**config.mk**
```make
export PLATFORM = sky130hd
export DESIGN_NAME = fli_top
export DESIGN_NICKNAME = d
export VERILOG_FILES = /design/src/fli_pkg.sv /design/src/fli_arb_if.sv /design/src/fli_flag_cell.sv /design/src/fli_arbiter.sv /design/src/fli_top.sv
export VERILOG_INCLUDE_DIRS = /design/src
export SDC_FILE = /design/constraint.sdc
export NUM_CORES = 1
export LEC_CHECK = 0
export BUFFER_PORTS_ARGS = -buffer_cell sky130_fd_sc_hd__buf_4
export CAP_MARGIN = 20
export CORE_UTILIZATION = 53
export CTS_BUF_LIST = sky130_fd_sc_hd__clkbuf_4
export DETAILED_ROUTE_END_ITERATION = 7
export PLACE_DENSITY_LB_ADDON = 0.15
export SETUP_SLACK_MARGIN = 0.5
export SYNTH_ARGS = -nofsm -noshare
export SYNTH_HDL_FRONTEND = slang
export SYNTH_SLANG_ARGS = --single-unit
```
**constraint.sdc**
```tcl
create_clock -name clk_i -period 14.1 [get_ports clk_i]
set_input_delay 2.115 -clock clk_i [delete_from_list [all_inputs] [get_ports clk_i]]
set_output_delay 2.115 -clock clk_i [all_outputs]
set_load 0.01 [all_outputs]
```
**src/fli_map.svh**
```systemverilog
// register map, field layout, reset values and vectors of the prioritizer
`ifndef FLI_MAP_SVH
`define FLI_MAP_SVH

// ==========================================================
// sizes
`define FLI_NSRC 13
`define FLI_NFLAG 16
`define FLI_NPIN 7

// ==========================================================
// register byte offsets
`define FLI_OFF_ENABLE 8'h00
`define FLI_OFF_EXT_ENABLE 8'h04
`define FLI_OFF_LOW_PRI 8'h08
`define FLI_OFF_HIGH_PRI 8'h0C
`define FLI_OFF_EXT_LOW_PRI 8'h10
`define FLI_OFF_EXT_HIGH_PRI 8'h14
`define FLI_OFF_FLAGS 8'h18
`define FLI_OFF_CTRL 8'h1C
`define FLI_OFF_STATUS 8'h20

// ==========================================================
// reset values
`define FLI_RST_ENABLE 8'h00
`define FLI_RST_EXT_ENABLE 5'h00
`define FLI_RST_PRI 7'h00
`define FLI_RST_EXT_PRI 5'h00
`define FLI_RST_CTRL 3'h0
`define FLI_RST_PINS 7'h7E

// ==========================================================
// field positions
`define FLI_EN_GLOBAL 7
`define FLI_CTRL_PF_EN 0
`define FLI_CTRL_EXT0_EDGE 1
`define FLI_CTRL_EXT1_EDGE 2
`define FLI_FLG_PF 0
`define FLI_FLG_EXT0 1
`define FLI_FLG_T0 2
`define FLI_FLG_EXT1 3
`define FLI_FLG_T1 4
`define FLI_FLG_S0RX 5
`define FLI_FLG_S0TX 6
`define FLI_FLG_T2OVF 7
`define FLI_FLG_T2EXT 8
`define FLI_FLG_S1RX 9
`define FLI_FLG_S1TX 10
`define FLI_FLG_EXT2 11
`define FLI_FLG_WD 15

// ==========================================================
// levels and vectors
`define FLI_LEVEL_PF 3'h4
`define FLI_VEC_PF 8'h33
`define FLI_VEC_EXT0 8'h03
`define FLI_VEC_T0 8'h0B
`define FLI_VEC_EXT1 8'h13
`define FLI_VEC_T1 8'h1B
`define FLI_VEC_S0 8'h23
`define FLI_VEC_T2 8'h2B
`define FLI_VEC_S1 8'h3B
`define FLI_VEC_EXT2 8'h43
`define FLI_VEC_EXT3 8'h4B
`define FLI_VEC_EXT4 8'h53
`define FLI_VEC_EXT5 8'h5B
`define FLI_VEC_WD 8'h63

`endif

```
**src/fli_pkg.sv**
```systemverilog
// types shared by the prioritizer modules
`default_nettype none
package fli_pkg;
	typedef enum logic [3:0] {
		FLI_SRC_PF = 4'h0,
		FLI_SRC_EXT0 = 4'h1,
		FLI_SRC_T0 = 4'h2,
		FLI_SRC_EXT1 = 4'h3,
		FLI_SRC_T1 = 4'h4,
		FLI_SRC_S0 = 4'h5,
		FLI_SRC_T2 = 4'h6,
		FLI_SRC_S1 = 4'h7,
		FLI_SRC_EXT2 = 4'h8,
		FLI_SRC_EXT3 = 4'h9,
		FLI_SRC_EXT4 = 4'hA,
		FLI_SRC_EXT5 = 4'hB,
		FLI_SRC_WD = 4'hC
	} fli_src_t;

	typedef logic [2:0] fli_level_t;

	typedef struct packed {
		logic flag;
	} fli_cell_t;

	typedef struct packed {
		logic [6:0] sync1;
		logic [6:0] sync2;
		logic [6:0] sync3;
		logic [6:0] filt;
		logic [7:0] enable;
		logic [4:0] ext_enable;
		logic [6:0] low_pri;
		logic [6:0] high_pri;
		logic [4:0] ext_low_pri;
		logic [4:0] ext_high_pri;
		logic [2:0] ctrl;
		logic [4:0] svc;
		logic req;
		logic [7:0] vector;
		fli_level_t level;
		fli_src_t src;
		logic ack;
		logic [31:0] rdata;
	} fli_top_t;
endpackage
`default_nettype wire

```
**src/fli_arb_if.sv**
```systemverilog
// request and winner signals between the top and the arbiter
`timescale 1ns/10ps
`default_nettype none
`include "fli_map.svh"
interface fli_arb_if;
	logic [`FLI_NSRC-1:0] pending;
	logic [`FLI_NSRC-1:0][2:0] level;
	logic win_valid;
	logic [3:0] win_idx;
	logic [2:0] win_level;
	modport req (output pending, level, input win_valid, win_idx, win_level);
	modport arb (input pending, level, output win_valid, win_idx, win_level);
endinterface
`default_nettype wire

```
**src/fli_flag_cell.sv**
```systemverilog
// one request flag: set wins over clear, optional level tracking
`timescale 1ns/10ps
`default_nettype none
module fli_flag_cell (
	// clock and reset
	input wire logic clk_i,
	input wire logic rst_i,
	// control
	input wire logic set_i,
	input wire logic clr_i,
	input wire logic track_i,
	input wire logic level_i,
	// flag
	output logic flag_o
);
	fli_pkg::fli_cell_t st;
	fli_pkg::fli_cell_t next_st;

	always_comb begin
		next_st = st;
		if (track_i) begin
			next_st.flag = level_i;
		end else begin
			next_st.flag = set_i | (st.flag & ~clr_i);
		end
		if (rst_i) begin
			next_st.flag = 1'b0;
		end
	end

	always_ff @(posedge clk_i) begin
		st <= next_st;
	end

	assign flag_o = st.flag;
endmodule // fli_flag_cell
`default_nettype wire

```
**src/fli_arbiter.sv**
```systemverilog
// level-then-natural-order winner selection
`timescale 1ns/10ps
`default_nettype none
`include "fli_map.svh"
module fli_arbiter (
	// clock and reset, used only for checking
	input wire logic clk_i,
	input wire logic rst_i,
	// requests and winner
	fli_arb_if.arb arb
);
	logic v;
	logic [3:0] idx;
	logic [2:0] lvl;
	logic better;

	// scanning in natural order with a strict compare keeps the earlier
	// source on a tie
	always_comb begin
		v = 1'b0;
		idx = 4'h0;
		lvl = 3'h0;
		for (int i = 0; i < `FLI_NSRC; i++) begin
			if (arb.pending[i] && (!v || arb.level[i] > lvl)) begin
				v = 1'b1;
				idx = 4'(i);
				lvl = arb.level[i];
			end
		end
		arb.win_valid = v;
		arb.win_idx = idx;
		arb.win_level = lvl;
	end

	// helper: a pending source earlier in order at same or higher level
	always_comb begin
		better = 1'b0;
		for (int i = 0; i < `FLI_NSRC; i++) begin
			if (arb.pending[i] && 4'(i) < idx && arb.level[i] >= lvl) begin
				better = 1'b1;
			end
		end
	end
endmodule // fli_arbiter
`default_nettype wire

```
**src/fli_top.sv**
```systemverilog
// five-level interrupt prioritizer with wishbone register slave
// What this block does
// - there are five levels 4 down to 0, level 4 being the power-fail only.
// - each other source picks level 3..0 from a low and a high priority bit.
// - an enabled pending power-fail beats every other source.
// - sources pending at one level are ranked by a fixed natural order.
// - the order is pf, ext0, t0, ext1, t1, ser0, t2, ser1, ext2..5, watchdog.
// - each source has its fixed vector address handed to the core.
// - timer 0 and 1 overflow flags clear when the core vectors to them.
// - ext0/ext1 flags clear on vectoring if edge mode, else follow the pin.
// - a flag sets on its condition whatever the enables say.
// - the global enable gates every source except power-fail.
// - power-fail is gated by its own enable only.
//
// The register offsets and the Wishbone interface to the registers are this design's own decisions.
`timescale 1ns/10ps
`default_nettype none
`include "fli_map.svh"
module fli_top (
	// clock and reset
	input wire logic clk_i,
	input wire logic rst_i,
	// wishbone slave
	input wire logic wb_cyc_i,
	input wire logic wb_stb_i,
	input wire logic wb_we_i,
	input wire logic [7:0] wb_adr_i,
	input wire logic [3:0] wb_sel_i,
	input wire logic [31:0] wb_dat_i,
	output logic [31:0] wb_dat_o,
	output logic wb_ack_o,
	// asynchronous pins
	input wire logic vcc_low_i,
	input wire logic [5:0] ext_irq_n_i,
	// same-clock event pulses
	input wire logic timer0_ovf_i,
	input wire logic timer1_ovf_i,
	input wire logic timer2_ovf_i,
	input wire logic timer2_ext_i,
	input wire logic serial0_rx_i,
	input wire logic serial0_tx_i,
	input wire logic serial1_rx_i,
	input wire logic serial1_tx_i,
	input wire logic watchdog_evt_i,
	// processor core
	input wire logic irq_ack_i,
	input wire logic reti_i,
	output logic irq_req_o,
	output logic [7:0] irq_vector_o,
	output logic [2:0] irq_level_o
);
	fli_pkg::fli_top_t st;
	fli_pkg::fli_top_t next_st;
	fli_arb_if arb_if ();

	logic [`FLI_NFLAG-1:0] flags;
	logic [`FLI_NFLAG-1:0] fset;
	logic [`FLI_NFLAG-1:0] fclr;
	logic [`FLI_NFLAG-1:0] ftrack;
	logic [`FLI_NFLAG-1:0] flevel;
	logic [`FLI_NPIN-1:0] pin_agree;
	logic [`FLI_NPIN-1:0] next_filt;
	logic [`FLI_NPIN-1:0] pin_fall;
	logic pf_rise;
	logic wb_take;
	logic wb_wr;
	logic ack_take;
	logic [15:0] w1c;
	logic [12:0] raw;
	logic [12:0] en;
	logic [12:1] lo_bits;
	logic [12:1] hi_bits;
	logic cur_valid;
	logic [2:0] cur_lvl;
	logic take;
	logic [4:0] svc_pop;

	function automatic logic [7:0] vec_of(input fli_pkg::fli_src_t s);
		case (s)
			fli_pkg::FLI_SRC_PF: vec_of = `FLI_VEC_PF;
			fli_pkg::FLI_SRC_EXT0: vec_of = `FLI_VEC_EXT0;
			fli_pkg::FLI_SRC_T0: vec_of = `FLI_VEC_T0;
			fli_pkg::FLI_SRC_EXT1: vec_of = `FLI_VEC_EXT1;
			fli_pkg::FLI_SRC_T1: vec_of = `FLI_VEC_T1;
			fli_pkg::FLI_SRC_S0: vec_of = `FLI_VEC_S0;
			fli_pkg::FLI_SRC_T2: vec_of = `FLI_VEC_T2;
			fli_pkg::FLI_SRC_S1: vec_of = `FLI_VEC_S1;
			fli_pkg::FLI_SRC_EXT2: vec_of = `FLI_VEC_EXT2;
			fli_pkg::FLI_SRC_EXT3: vec_of = `FLI_VEC_EXT3;
			fli_pkg::FLI_SRC_EXT4: vec_of = `FLI_VEC_EXT4;
			fli_pkg::FLI_SRC_EXT5: vec_of = `FLI_VEC_EXT5;
			fli_pkg::FLI_SRC_WD: vec_of = `FLI_VEC_WD;
			default: vec_of = 8'h00;
		endcase
	endfunction

	// ==========================================================
	// pin filtering and flag events
	always_comb begin
		pin_agree = st.sync2 ~^ st.sync3;
		next_filt = (pin_agree & st.sync3) | (~pin_agree & st.filt);
		pin_fall = st.filt & ~next_filt;
		pf_rise = next_filt[0] & ~st.filt[0];
		wb_take = wb_cyc_i & wb_stb_i & ~st.ack;
		wb_wr = wb_take & wb_we_i &
			({2'b00, wb_adr_i[7:2]} == `FLI_OFF_FLAGS >> 2);
		// write-one-to-clear, per byte lane
		w1c = wb_wr ? (wb_dat_i[15:0] & {{8{wb_sel_i[1]}},
			{8{wb_sel_i[0]}}}) : 16'h0000;
		ack_take = irq_ack_i & st.req;
	end

	// hardware sets; a set in the clearing cycle still lands
	always_comb begin
		fset = {watchdog_evt_i, pin_fall[6:3], serial1_tx_i, serial1_rx_i,
			timer2_ext_i, timer2_ovf_i, serial0_tx_i, serial0_rx_i,
			timer1_ovf_i, pin_fall[2], timer0_ovf_i, pin_fall[1],
			pf_rise};
		fclr = w1c;
		fclr[`FLI_FLG_T0] = w1c[`FLI_FLG_T0] |
			(ack_take && st.src == fli_pkg::FLI_SRC_T0);
		fclr[`FLI_FLG_T1] = w1c[`FLI_FLG_T1] |
			(ack_take && st.src == fli_pkg::FLI_SRC_T1);
		fclr[`FLI_FLG_EXT0] = w1c[`FLI_FLG_EXT0] |
			(ack_take && st.src == fli_pkg::FLI_SRC_EXT0);
		fclr[`FLI_FLG_EXT1] = w1c[`FLI_FLG_EXT1] |
			(ack_take && st.src == fli_pkg::FLI_SRC_EXT1);
		ftrack = '0;
		ftrack[`FLI_FLG_EXT0] = ~st.ctrl[`FLI_CTRL_EXT0_EDGE];
		ftrack[`FLI_FLG_EXT1] = ~st.ctrl[`FLI_CTRL_EXT1_EDGE];
		flevel = '0;
		flevel[`FLI_FLG_EXT0] = ~next_filt[1];
		flevel[`FLI_FLG_EXT1] = ~next_filt[2];
	end

	for (genvar g = 0; g < `FLI_NFLAG; g++) begin : g_flag
		fli_flag_cell u_cell (
			.clk_i(clk_i),
			.rst_i(rst_i),
			.set_i(fset[g]),
			.clr_i(fclr[g]),
			.track_i(ftrack[g]),
			.level_i(flevel[g]),
			.flag_o(flags[g])
		);
	end

	// ==========================================================
	// pending sources and levels
	always_comb begin
		raw = {flags[15:11], flags[10] | flags[9], flags[8] | flags[7],
			flags[6] | flags[5], flags[4:0]};
		en[0] = st.ctrl[`FLI_CTRL_PF_EN];
		en[12:1] = {st.ext_enable, st.enable[6:0]} &
			{12{st.enable[`FLI_EN_GLOBAL]}};
		lo_bits = {st.ext_low_pri, st.low_pri};
		hi_bits = {st.ext_high_pri, st.high_pri};
		arb_if.pending = raw & en;
		arb_if.level[0] = `FLI_LEVEL_PF;
		for (int i = 1; i < `FLI_NSRC; i++) begin
			arb_if.level[i] = {1'b0, hi_bits[i], lo_bits[i]};
		end
	end

	fli_arbiter u_arb (
		.clk_i(clk_i),
		.rst_i(rst_i),
		.arb(arb_if)
	);

	// ==========================================================
	// in-service levels and preemption
	always_comb begin
		cur_valid = |st.svc;
		cur_lvl = 3'h0;
		for (int i = 0; i < 5; i++) begin
			if (st.svc[i]) begin
				cur_lvl = 3'(i);
			end
		end
		svc_pop = st.svc;
		if (reti_i && cur_valid) begin
			svc_pop[cur_lvl] = 1'b0;
		end
		take = arb_if.win_valid &&
			(!cur_valid || arb_if.win_level > cur_lvl);
	end

	// ==========================================================
	// next state
	always_comb begin
		next_st = st;
		next_st.sync1 = {ext_irq_n_i, vcc_low_i};
		next_st.sync2 = st.sync1;
		next_st.sync3 = st.sync2;
		next_st.filt = next_filt;
		next_st.svc = svc_pop;
		if (ack_take) begin
			next_st.svc[st.level] = 1'b1;
		end
		// request drops in the ack cycle so a stale vector is never seen
		next_st.req = take & ~ack_take;
		next_st.src = fli_pkg::fli_src_t'(arb_if.win_idx);
		next_st.vector = vec_of(fli_pkg::fli_src_t'(arb_if.win_idx));
		next_st.level = arb_if.win_level;
		next_st.ack = wb_take;
		if (wb_take && wb_we_i && wb_sel_i[0]) begin
			case ({2'b00, wb_adr_i[7:2]})
				`FLI_OFF_ENABLE >> 2: next_st.enable = wb_dat_i[7:0];
				`FLI_OFF_EXT_ENABLE >> 2: next_st.ext_enable = wb_dat_i[4:0];
				`FLI_OFF_LOW_PRI >> 2: next_st.low_pri = wb_dat_i[6:0];
				`FLI_OFF_HIGH_PRI >> 2: next_st.high_pri = wb_dat_i[6:0];
				`FLI_OFF_EXT_LOW_PRI >> 2: next_st.ext_low_pri = wb_dat_i[4:0];
				`FLI_OFF_EXT_HIGH_PRI >> 2: next_st.ext_high_pri = wb_dat_i[4:0];
				`FLI_OFF_CTRL >> 2: next_st.ctrl = wb_dat_i[2:0];
				default: next_st.ctrl = st.ctrl;
			endcase
		end
		case ({2'b00, wb_adr_i[7:2]})
			`FLI_OFF_ENABLE >> 2: next_st.rdata = {24'h0, st.enable};
			`FLI_OFF_EXT_ENABLE >> 2: next_st.rdata = {27'h0, st.ext_enable};
			`FLI_OFF_LOW_PRI >> 2: next_st.rdata = {25'h0, st.low_pri};
			`FLI_OFF_HIGH_PRI >> 2: next_st.rdata = {25'h0, st.high_pri};
			`FLI_OFF_EXT_LOW_PRI >> 2: next_st.rdata = {27'h0, st.ext_low_pri};
			`FLI_OFF_EXT_HIGH_PRI >> 2:
				next_st.rdata = {27'h0, st.ext_high_pri};
			`FLI_OFF_FLAGS >> 2: next_st.rdata = {16'h0, flags};
			`FLI_OFF_CTRL >> 2: next_st.rdata = {29'h0, st.ctrl};
			`FLI_OFF_STATUS >> 2: next_st.rdata = {8'h0, st.vector, 3'h0,
				st.req, 1'b0, st.level, 3'h0, st.svc};
			default: next_st.rdata = 32'h0000_0000;
		endcase
		if (rst_i) begin
			next_st = '0;
			next_st.sync1 = `FLI_RST_PINS;
			next_st.sync2 = `FLI_RST_PINS;
			next_st.sync3 = `FLI_RST_PINS;
			next_st.filt = `FLI_RST_PINS;
			next_st.enable = `FLI_RST_ENABLE;
			next_st.ext_enable = `FLI_RST_EXT_ENABLE;
			next_st.low_pri = `FLI_RST_PRI;
			next_st.high_pri = `FLI_RST_PRI;
			next_st.ext_low_pri = `FLI_RST_EXT_PRI;
			next_st.ext_high_pri = `FLI_RST_EXT_PRI;
			next_st.ctrl = `FLI_RST_CTRL;
		end
	end

	always_ff @(posedge clk_i) begin
		st <= next_st;
	end

	assign wb_dat_o = st.rdata;
	assign wb_ack_o = st.ack;
	assign irq_req_o = st.req;
	assign irq_vector_o = st.vector;
	assign irq_level_o = st.level;
endmodule // fli_top
`default_nettype wire

```
Yosys cells after proc, flatten, opt, wreduce, memory -nomap -nowiden:

Memory sizes are Yosys's and may differ from the RTL's. A register that Yosys moved wholly into a read port is not among the register bits.
Index checks and enable logic that the tools add are counted.

* output and inout bits: 45
* memory bits (read-only): 96
* memories kept: 1
* word-level logic and storage cells: 253
* register bits: 138
* bits of input ports: 67

* bitwise operators: 80
* multiplexer cells: 52
* magnitude comparators: 17
* eq/ne operators: 12
* reductions and logical operators: 57

Memory list
* (name not given): words 16, bits a word 6, rd ports 1, clocked after Yosys merged registers in 1, write ports 0, line fli_top.sv:79 `case (s)`

Operators with widths (number)
* $pmux 24 s9: 1
* $mux 3: 20
* $gt 2x3->1: 12
* $eq 6x3->1 const B: 4
* $and 1x1->1: 23
* $or 1x1->1: 23
* $logic_and 1x1->1: 22
* $and 7x7->7: 3
* $not 1->1: 21
* $mux 4: 5
* $mux 1: 19
* $and 16x16->16: 1
* $mux 16: 1
* $not 7->7: 2
* $reduce_and 2->1: 7
* $and 13x13->13: 1
* $logic_not 1->1: 13
* $logic_or 1x1->1: 13
* $and 12x12->12: 1
* $eq 6x2->1 const B: 2
* $mux 5: 2
* $eq 4x2->1 const B: 2
* $lt 3x4->1 const B: 2
* $or 7x7->7: 1
* 14 further kinds: 17

Longest topological paths before layout:

* depth in word-level cells: 55
* mapped depth: 84
* mapped depth without buffers: 82

By module:

Synthesis repeated with hierarchy kept, for this count alone.

* cells, all modules: 846
* area total of the unflattened synthesis: 7621.1 um^2

Modules (own cells, without submodules)
* fli_top: area each 4735.8 um^2, instances 1, cells each 497, sequential area each 2162.1 um^2
* fli_arbiter: area each 1984.4 um^2, instances 1, cells each 269, sequential area each 0.0 um^2
* fli_flag_cell: area each 56.3 um^2, instances 16, cells each 5, sequential area each 20.0 um^2

Least setup slack after synthesis:

OpenSTA, ideal clock, no wires.

* path kind: register to register
* from: register st[93] in the netlist's numbering
* to: register st, in the netlist irq_req_o
* setup time: 135 ps
* data arrival time: 14126 ps
* path buffers: 2
* data required time: 13965 ps
* clock period less this slack: 14261 ps
* setup slack: -161 ps
* stages on the path, launching flop included: 78
* cell sequence: dfxtp_1 -> buf_4 -> a21bo_4 -> nor2_2 -> nand2_1 -> ha_1 -> nor2b_1 -> o2111ai_1 -> nand3_1 -> and2_1 -> ha_1 -> nor2b_1 -> o21ai_0 -> a21o_1 -> nand3_1 -> a21boi_0 -> ha_1 -> nand2_1 -> (+42 left out) -> a31oi_2 -> and2_1 -> nand2_1 -> o21ai_1 -> ha_1 -> nor2b_1 -> o21ai_0 -> a21o_1 -> nand2_1 -> a31oi_1 -> a21o_1 -> ha_1 -> inv_1 -> a21o_1 -> a21oi_1 -> a31oi_1 -> a21oi_1 -> a2111oi_0

* cells in the longest elaborated chain, start to end: 52
* elaborated cells between the ends (all ways): 75
* those cells by class: order compare (12); mux (24); bitwise (3); reduce/logical (36)

RTL lines
* start: declaration: line fli_top.sv:52 `fli_pkg::fli_top_t st;`
* start signal: assignment: line fli_top.sv:250 `st <= next_st;`
* $and 12x12->12 *: line fli_top.sv:154 `en[12:1] = {st.ext_enable, st.enable[6:0]} &`
* $and 13x13->13 *: line fli_top.sv:158 `arb_if.pending = raw & en;`
* $logic_and 1x1->1: line fli_arbiter.sv:24 `if (arb.pending[i] && (!v || arb.level[i] > lvl)) begin`
* $mux 3 or $mux 1 (tied branches): line fli_arbiter.sv:24
* $gt 2x3->1 or $logic_not 1->1 (tied branches): line fli_arbiter.sv:24
* $logic_or 1x1->1: line fli_arbiter.sv:24
* $logic_and 1x1->1: line fli_arbiter.sv:24
* $mux 3 or $mux 1 (tied branches): line fli_arbiter.sv:24
* (+36 left out)
* $gt 2x3->1 or $logic_not 1->1 (tied branches): line fli_arbiter.sv:24
* $logic_or 1x1->1: line fli_arbiter.sv:24
* $logic_and 1x1->1: line fli_arbiter.sv:24
* $mux 3: line fli_arbiter.sv:24
* $gt 3x3->1: line fli_top.sv:186 `(!cur_valid || arb_if.win_level > cur_lvl);`
* $logic_or 1x1->1: line fli_top.sv:186
* $logic_and 1x1->1 *: line fli_top.sv:185 `take = arb_if.win_valid &&`
* $and 1x1->1 *: line fli_top.sv:202 `next_st.req = take & ~ack_take;`

Mark *: on every way between the ends. The rest lies on a longest branch, timed or not.
A chain may end at the register's enable or synchronous reset.

Worst setup path after layout:

Same ends and word-level chain as after synthesis.

==> impl_metrics.toml <==
[outcome]
status = "finished clean"

[worst_hold_path]
min-delay-path-class = "reg -> reg"
worst_hold_path.num_cells = 1

[floorplan]
die_area_mm2 = 0.0126
die_w_um = 112
start_util_pct = 55.4
die_h_um = 112
design.portCount = 112
coreArea_mm2 = 0.0117
fp_rows = 39

[setup_path]
top_fanout_value_on_the_critical_path = 7
required_time_at_the_endpoint_of_the_critical_path_ns = 14.52
crit_slowest_cell = "sky130_fd_sc_hd__dfxtp_4"
arrival_ns = 14.45
critPathCaptureType = "flip-flop"
max_stage_delay_ns = 0.39
critical_path_launch_point_type = "flip-flop"
timing.setup.critical_path_class = "reg -> reg"
timing.reg2reg.worst_path_depth = 80
crit_top_cell = "sky130_fd_sc_hd__ha_1"

[place]
dpl.hpwl_mm = 13.0
gp_congestion = 0.899
preCtsSetupSlack_ns = -0.245
io_buffers = 79
postPlaceCellArea_mm2 = 0.00739

[yosys]
share_of_async_settable_or_async_resettable_flops_after_synthesis_pct = 0
synth_top_flop_cell = "sky130_fd_sc_hd__dfxtp_1"
syn_avg_cell_area_um2 = 8.72
synth_enable_flop_cells = 0
synth_warnings = 0
ys_ff_latch = 124
post_synth_num_cell_types = 73
synth_seq_area_share_pct = 38.4
synth_area_mm2 = 0.00646
synthesis.instances = 741

[final_layout]
num_antenna_cells = 0
final_nets = 979
final_layout_size_suffix_gt1_share_pct = 37.4
post-route-cell-area_mm2 = 0.00850
layout-area-overhead-vs-synth_pct = 31.5
layout_common_cells = "sky130_fd_sc_hd__buf_4 (173), sky130_fd_sc_hd__dfxtp_1 (123), sky130_fd_sc_hd__nor2_1 (84), sky130_fd_sc_hd__nand2_1 (62), sky130_fd_sc_hd__a21oi_1 (47)"
leading_cell_type_in_the_layout_fill_and_taps_excluded = "sky130_fd_sc_hd__buf_4"

[timing]
final_critical_path_setup_slack_ns = 0.0696
finalClockSkew_ns = 0.0170
final-hold-violation-count = 0
grt_setup_unrepaired = "true"
achievable-frequency_mhz = 71.3
worst_slew_margin_rel_pct = 27.4
final.period_utilization_pct = 99.5
setup_viol = 0
drv_slew = 0
worst-slew-pin-transition_ns = 1.08
time_the_worst_path_needs_with_i_o_delays_and_setup_ns = 14.03

[grt]
grt_pass1_wl_mm = 28.3
overflow = 0
first_global_vias = 5526
largest_net_degree_at_the_start_of_global_routing = 62
global_route.usage.total_pct = 29.7
antenna_found_initial = 0

[clocking]
cts.clk_slew.worst_paths_ns = 0.11
tritoncts = "yes"
clock_tree.buffer_depth = 2
cts_made_buffers = 17
total_clock_sinks = 124
cts_root_buf = "sky130_fd_sc_hd__clkbuf_4"
clk_latency_ns = 0.55
h-tree-depth = 4

[route]
route.detailed.wl_per_inst_um = 17.9
drc_errors = 0
routed-via-count = 5956
drt_iter0_markers = 535
routed_wirelength_mm = 18.6
ant_nets = 0
via_per_inst = 5.73
detail_route.first_pass.iterations = 6

[power_and_ir_drop]
power.leakage_uw = 0.00370
power_density_mw_per_mm2 = 75.0
ir_drop_v = 0.0000861

[flow_run]
maxCapViolCount = 0
## area by class of cell
| class | instances | area [um2] |
|---|---|---|
| multi-input cells | 533 | 4040 |
| fillers | 900 | 3170 |
| flip-flops and latches | 124 | 2490 |
| repair buffers | 185 | 1430 |
| well taps | 143 | 179 |
| clock inverters | 15 | 149 |
| clock buffers | 17 | 128 |
| inverters | 22 | 85.1 |
## stage by stage
stage	TNS (ns)	power, uW	std cells	util [%]	hold slack, ns
3_3_place_gp	-0.0137	399	966	63.3	0.391
5_1_grt	-2.62	660	1039	72.8	0.440
4_1_cts	0	641	1025	69.5	0.425
3_5_place_dp	-0.518	400	966	63.3	0.397
6_report	0	637	1039	72.8	0.423
2_1_floorplan	0	385	752	-	0.389
## cell families (layout without fill, tap and decap cells)
| logic type | Yosys count | after routing | synth area share (%) |
|---|---|---|---|
| multiplexers | 48 | 48 | 8.06 |
| adder cells (fa/ha/maj) | 29 | 29 | 5.62 |
| flip-flops | 124 | 124 | 38.4 |
| buffers and inverters | 95 | 239 | 8.15 |
| AO/OA/AOI/OAI | 166 | 166 | 18.8 |
| AND/OR/NAND/NOR | 278 | 278 | 20.9 |
| other | 1 | 12 | 0.0580 |
## synth_stat cells (17+ instances only)
cell type	instances	area share (%)
sky130_fd_sc_hd__dfxtp_1	124	38
sky130_fd_sc_hd__nor2_1	87	5.1
sky130_fd_sc_hd__nand2_1	72	4.2
sky130_fd_sc_hd__a21oi_1	52	4.0
sky130_fd_sc_hd__buf_4	45	5.2
sky130_fd_sc_hd__mux2i_1	43	6.7
sky130_fd_sc_hd__ha_1	29	5.6
sky130_fd_sc_hd__clkbuf_1	25	1.5
sky130_fd_sc_hd__inv_1	20	1.2
sky130_fd_sc_hd__nand3_1	18	1.4
sky130_fd_sc_hd__or2_2	18	1.7
sky130_fd_sc_hd__nor2b_1	17	1.6
## flip-flops by register name, indices dropped and copies added, names as in the netlist
signal                flops
wb_ack_o                  1
irq_vector_o              5
irq_level_o               3
wb_dat_o                 21
arb_if.level             24
en                        1
st                       52
g_flag.u_cell.flag_o     16
irq_req_o                 1
## routing by layer
layer  vias up  part of all wire, %  global-route usage [%]
met4         0                  2.5                    11.0
met5         -                    0                       0
met3        41                  7.1                    8.05
met1      2819                   43                    38.0
li1       2860                    -                       -
met2       236                   47                    47.9
## critical path, delay by kind of cell, from the launching register on
kind,cells,cell delay [ns]
DFF,1,0.39
adders and majority gates,12,3.26
and+or+nand+nor,21,2.73
AOI/OAI and AO/OA,44,7.19
buffers and inverters,3,0.34
## path summary, 6_finish.rpt
check | start | to | slack [ns]
min reg2reg | st[116] | st[109] | 0.42
max reg2reg | st[93] | irq_req_o | 0.07
min | st[116] | st[109] | 0.42
max | st[93] | irq_req_o | 0.07
## repair_timing
| action | in CTS | in global routing |
|---|---|---|
| pin swaps | 42 | 43 |
| hold buffers | 0 | 0 |
| resized for setup | 52 | 53 |
| hold endpoints to repair | 0 | 0 |
| setup endpoints to repair | 12 | 12 |
| buffers inserted | 27 | 13 |
## power by group
part           internal [uW]  total (uW)  switching, uW  leakage, uW
clock                    104         244            140     0.000142
combinational           15.0        33.6           18.6      0.00255
sequential               355         359           4.15      0.00101
total                    474         637            163      0.00370
Note: power is estimated with default switching activity, not from simulation.
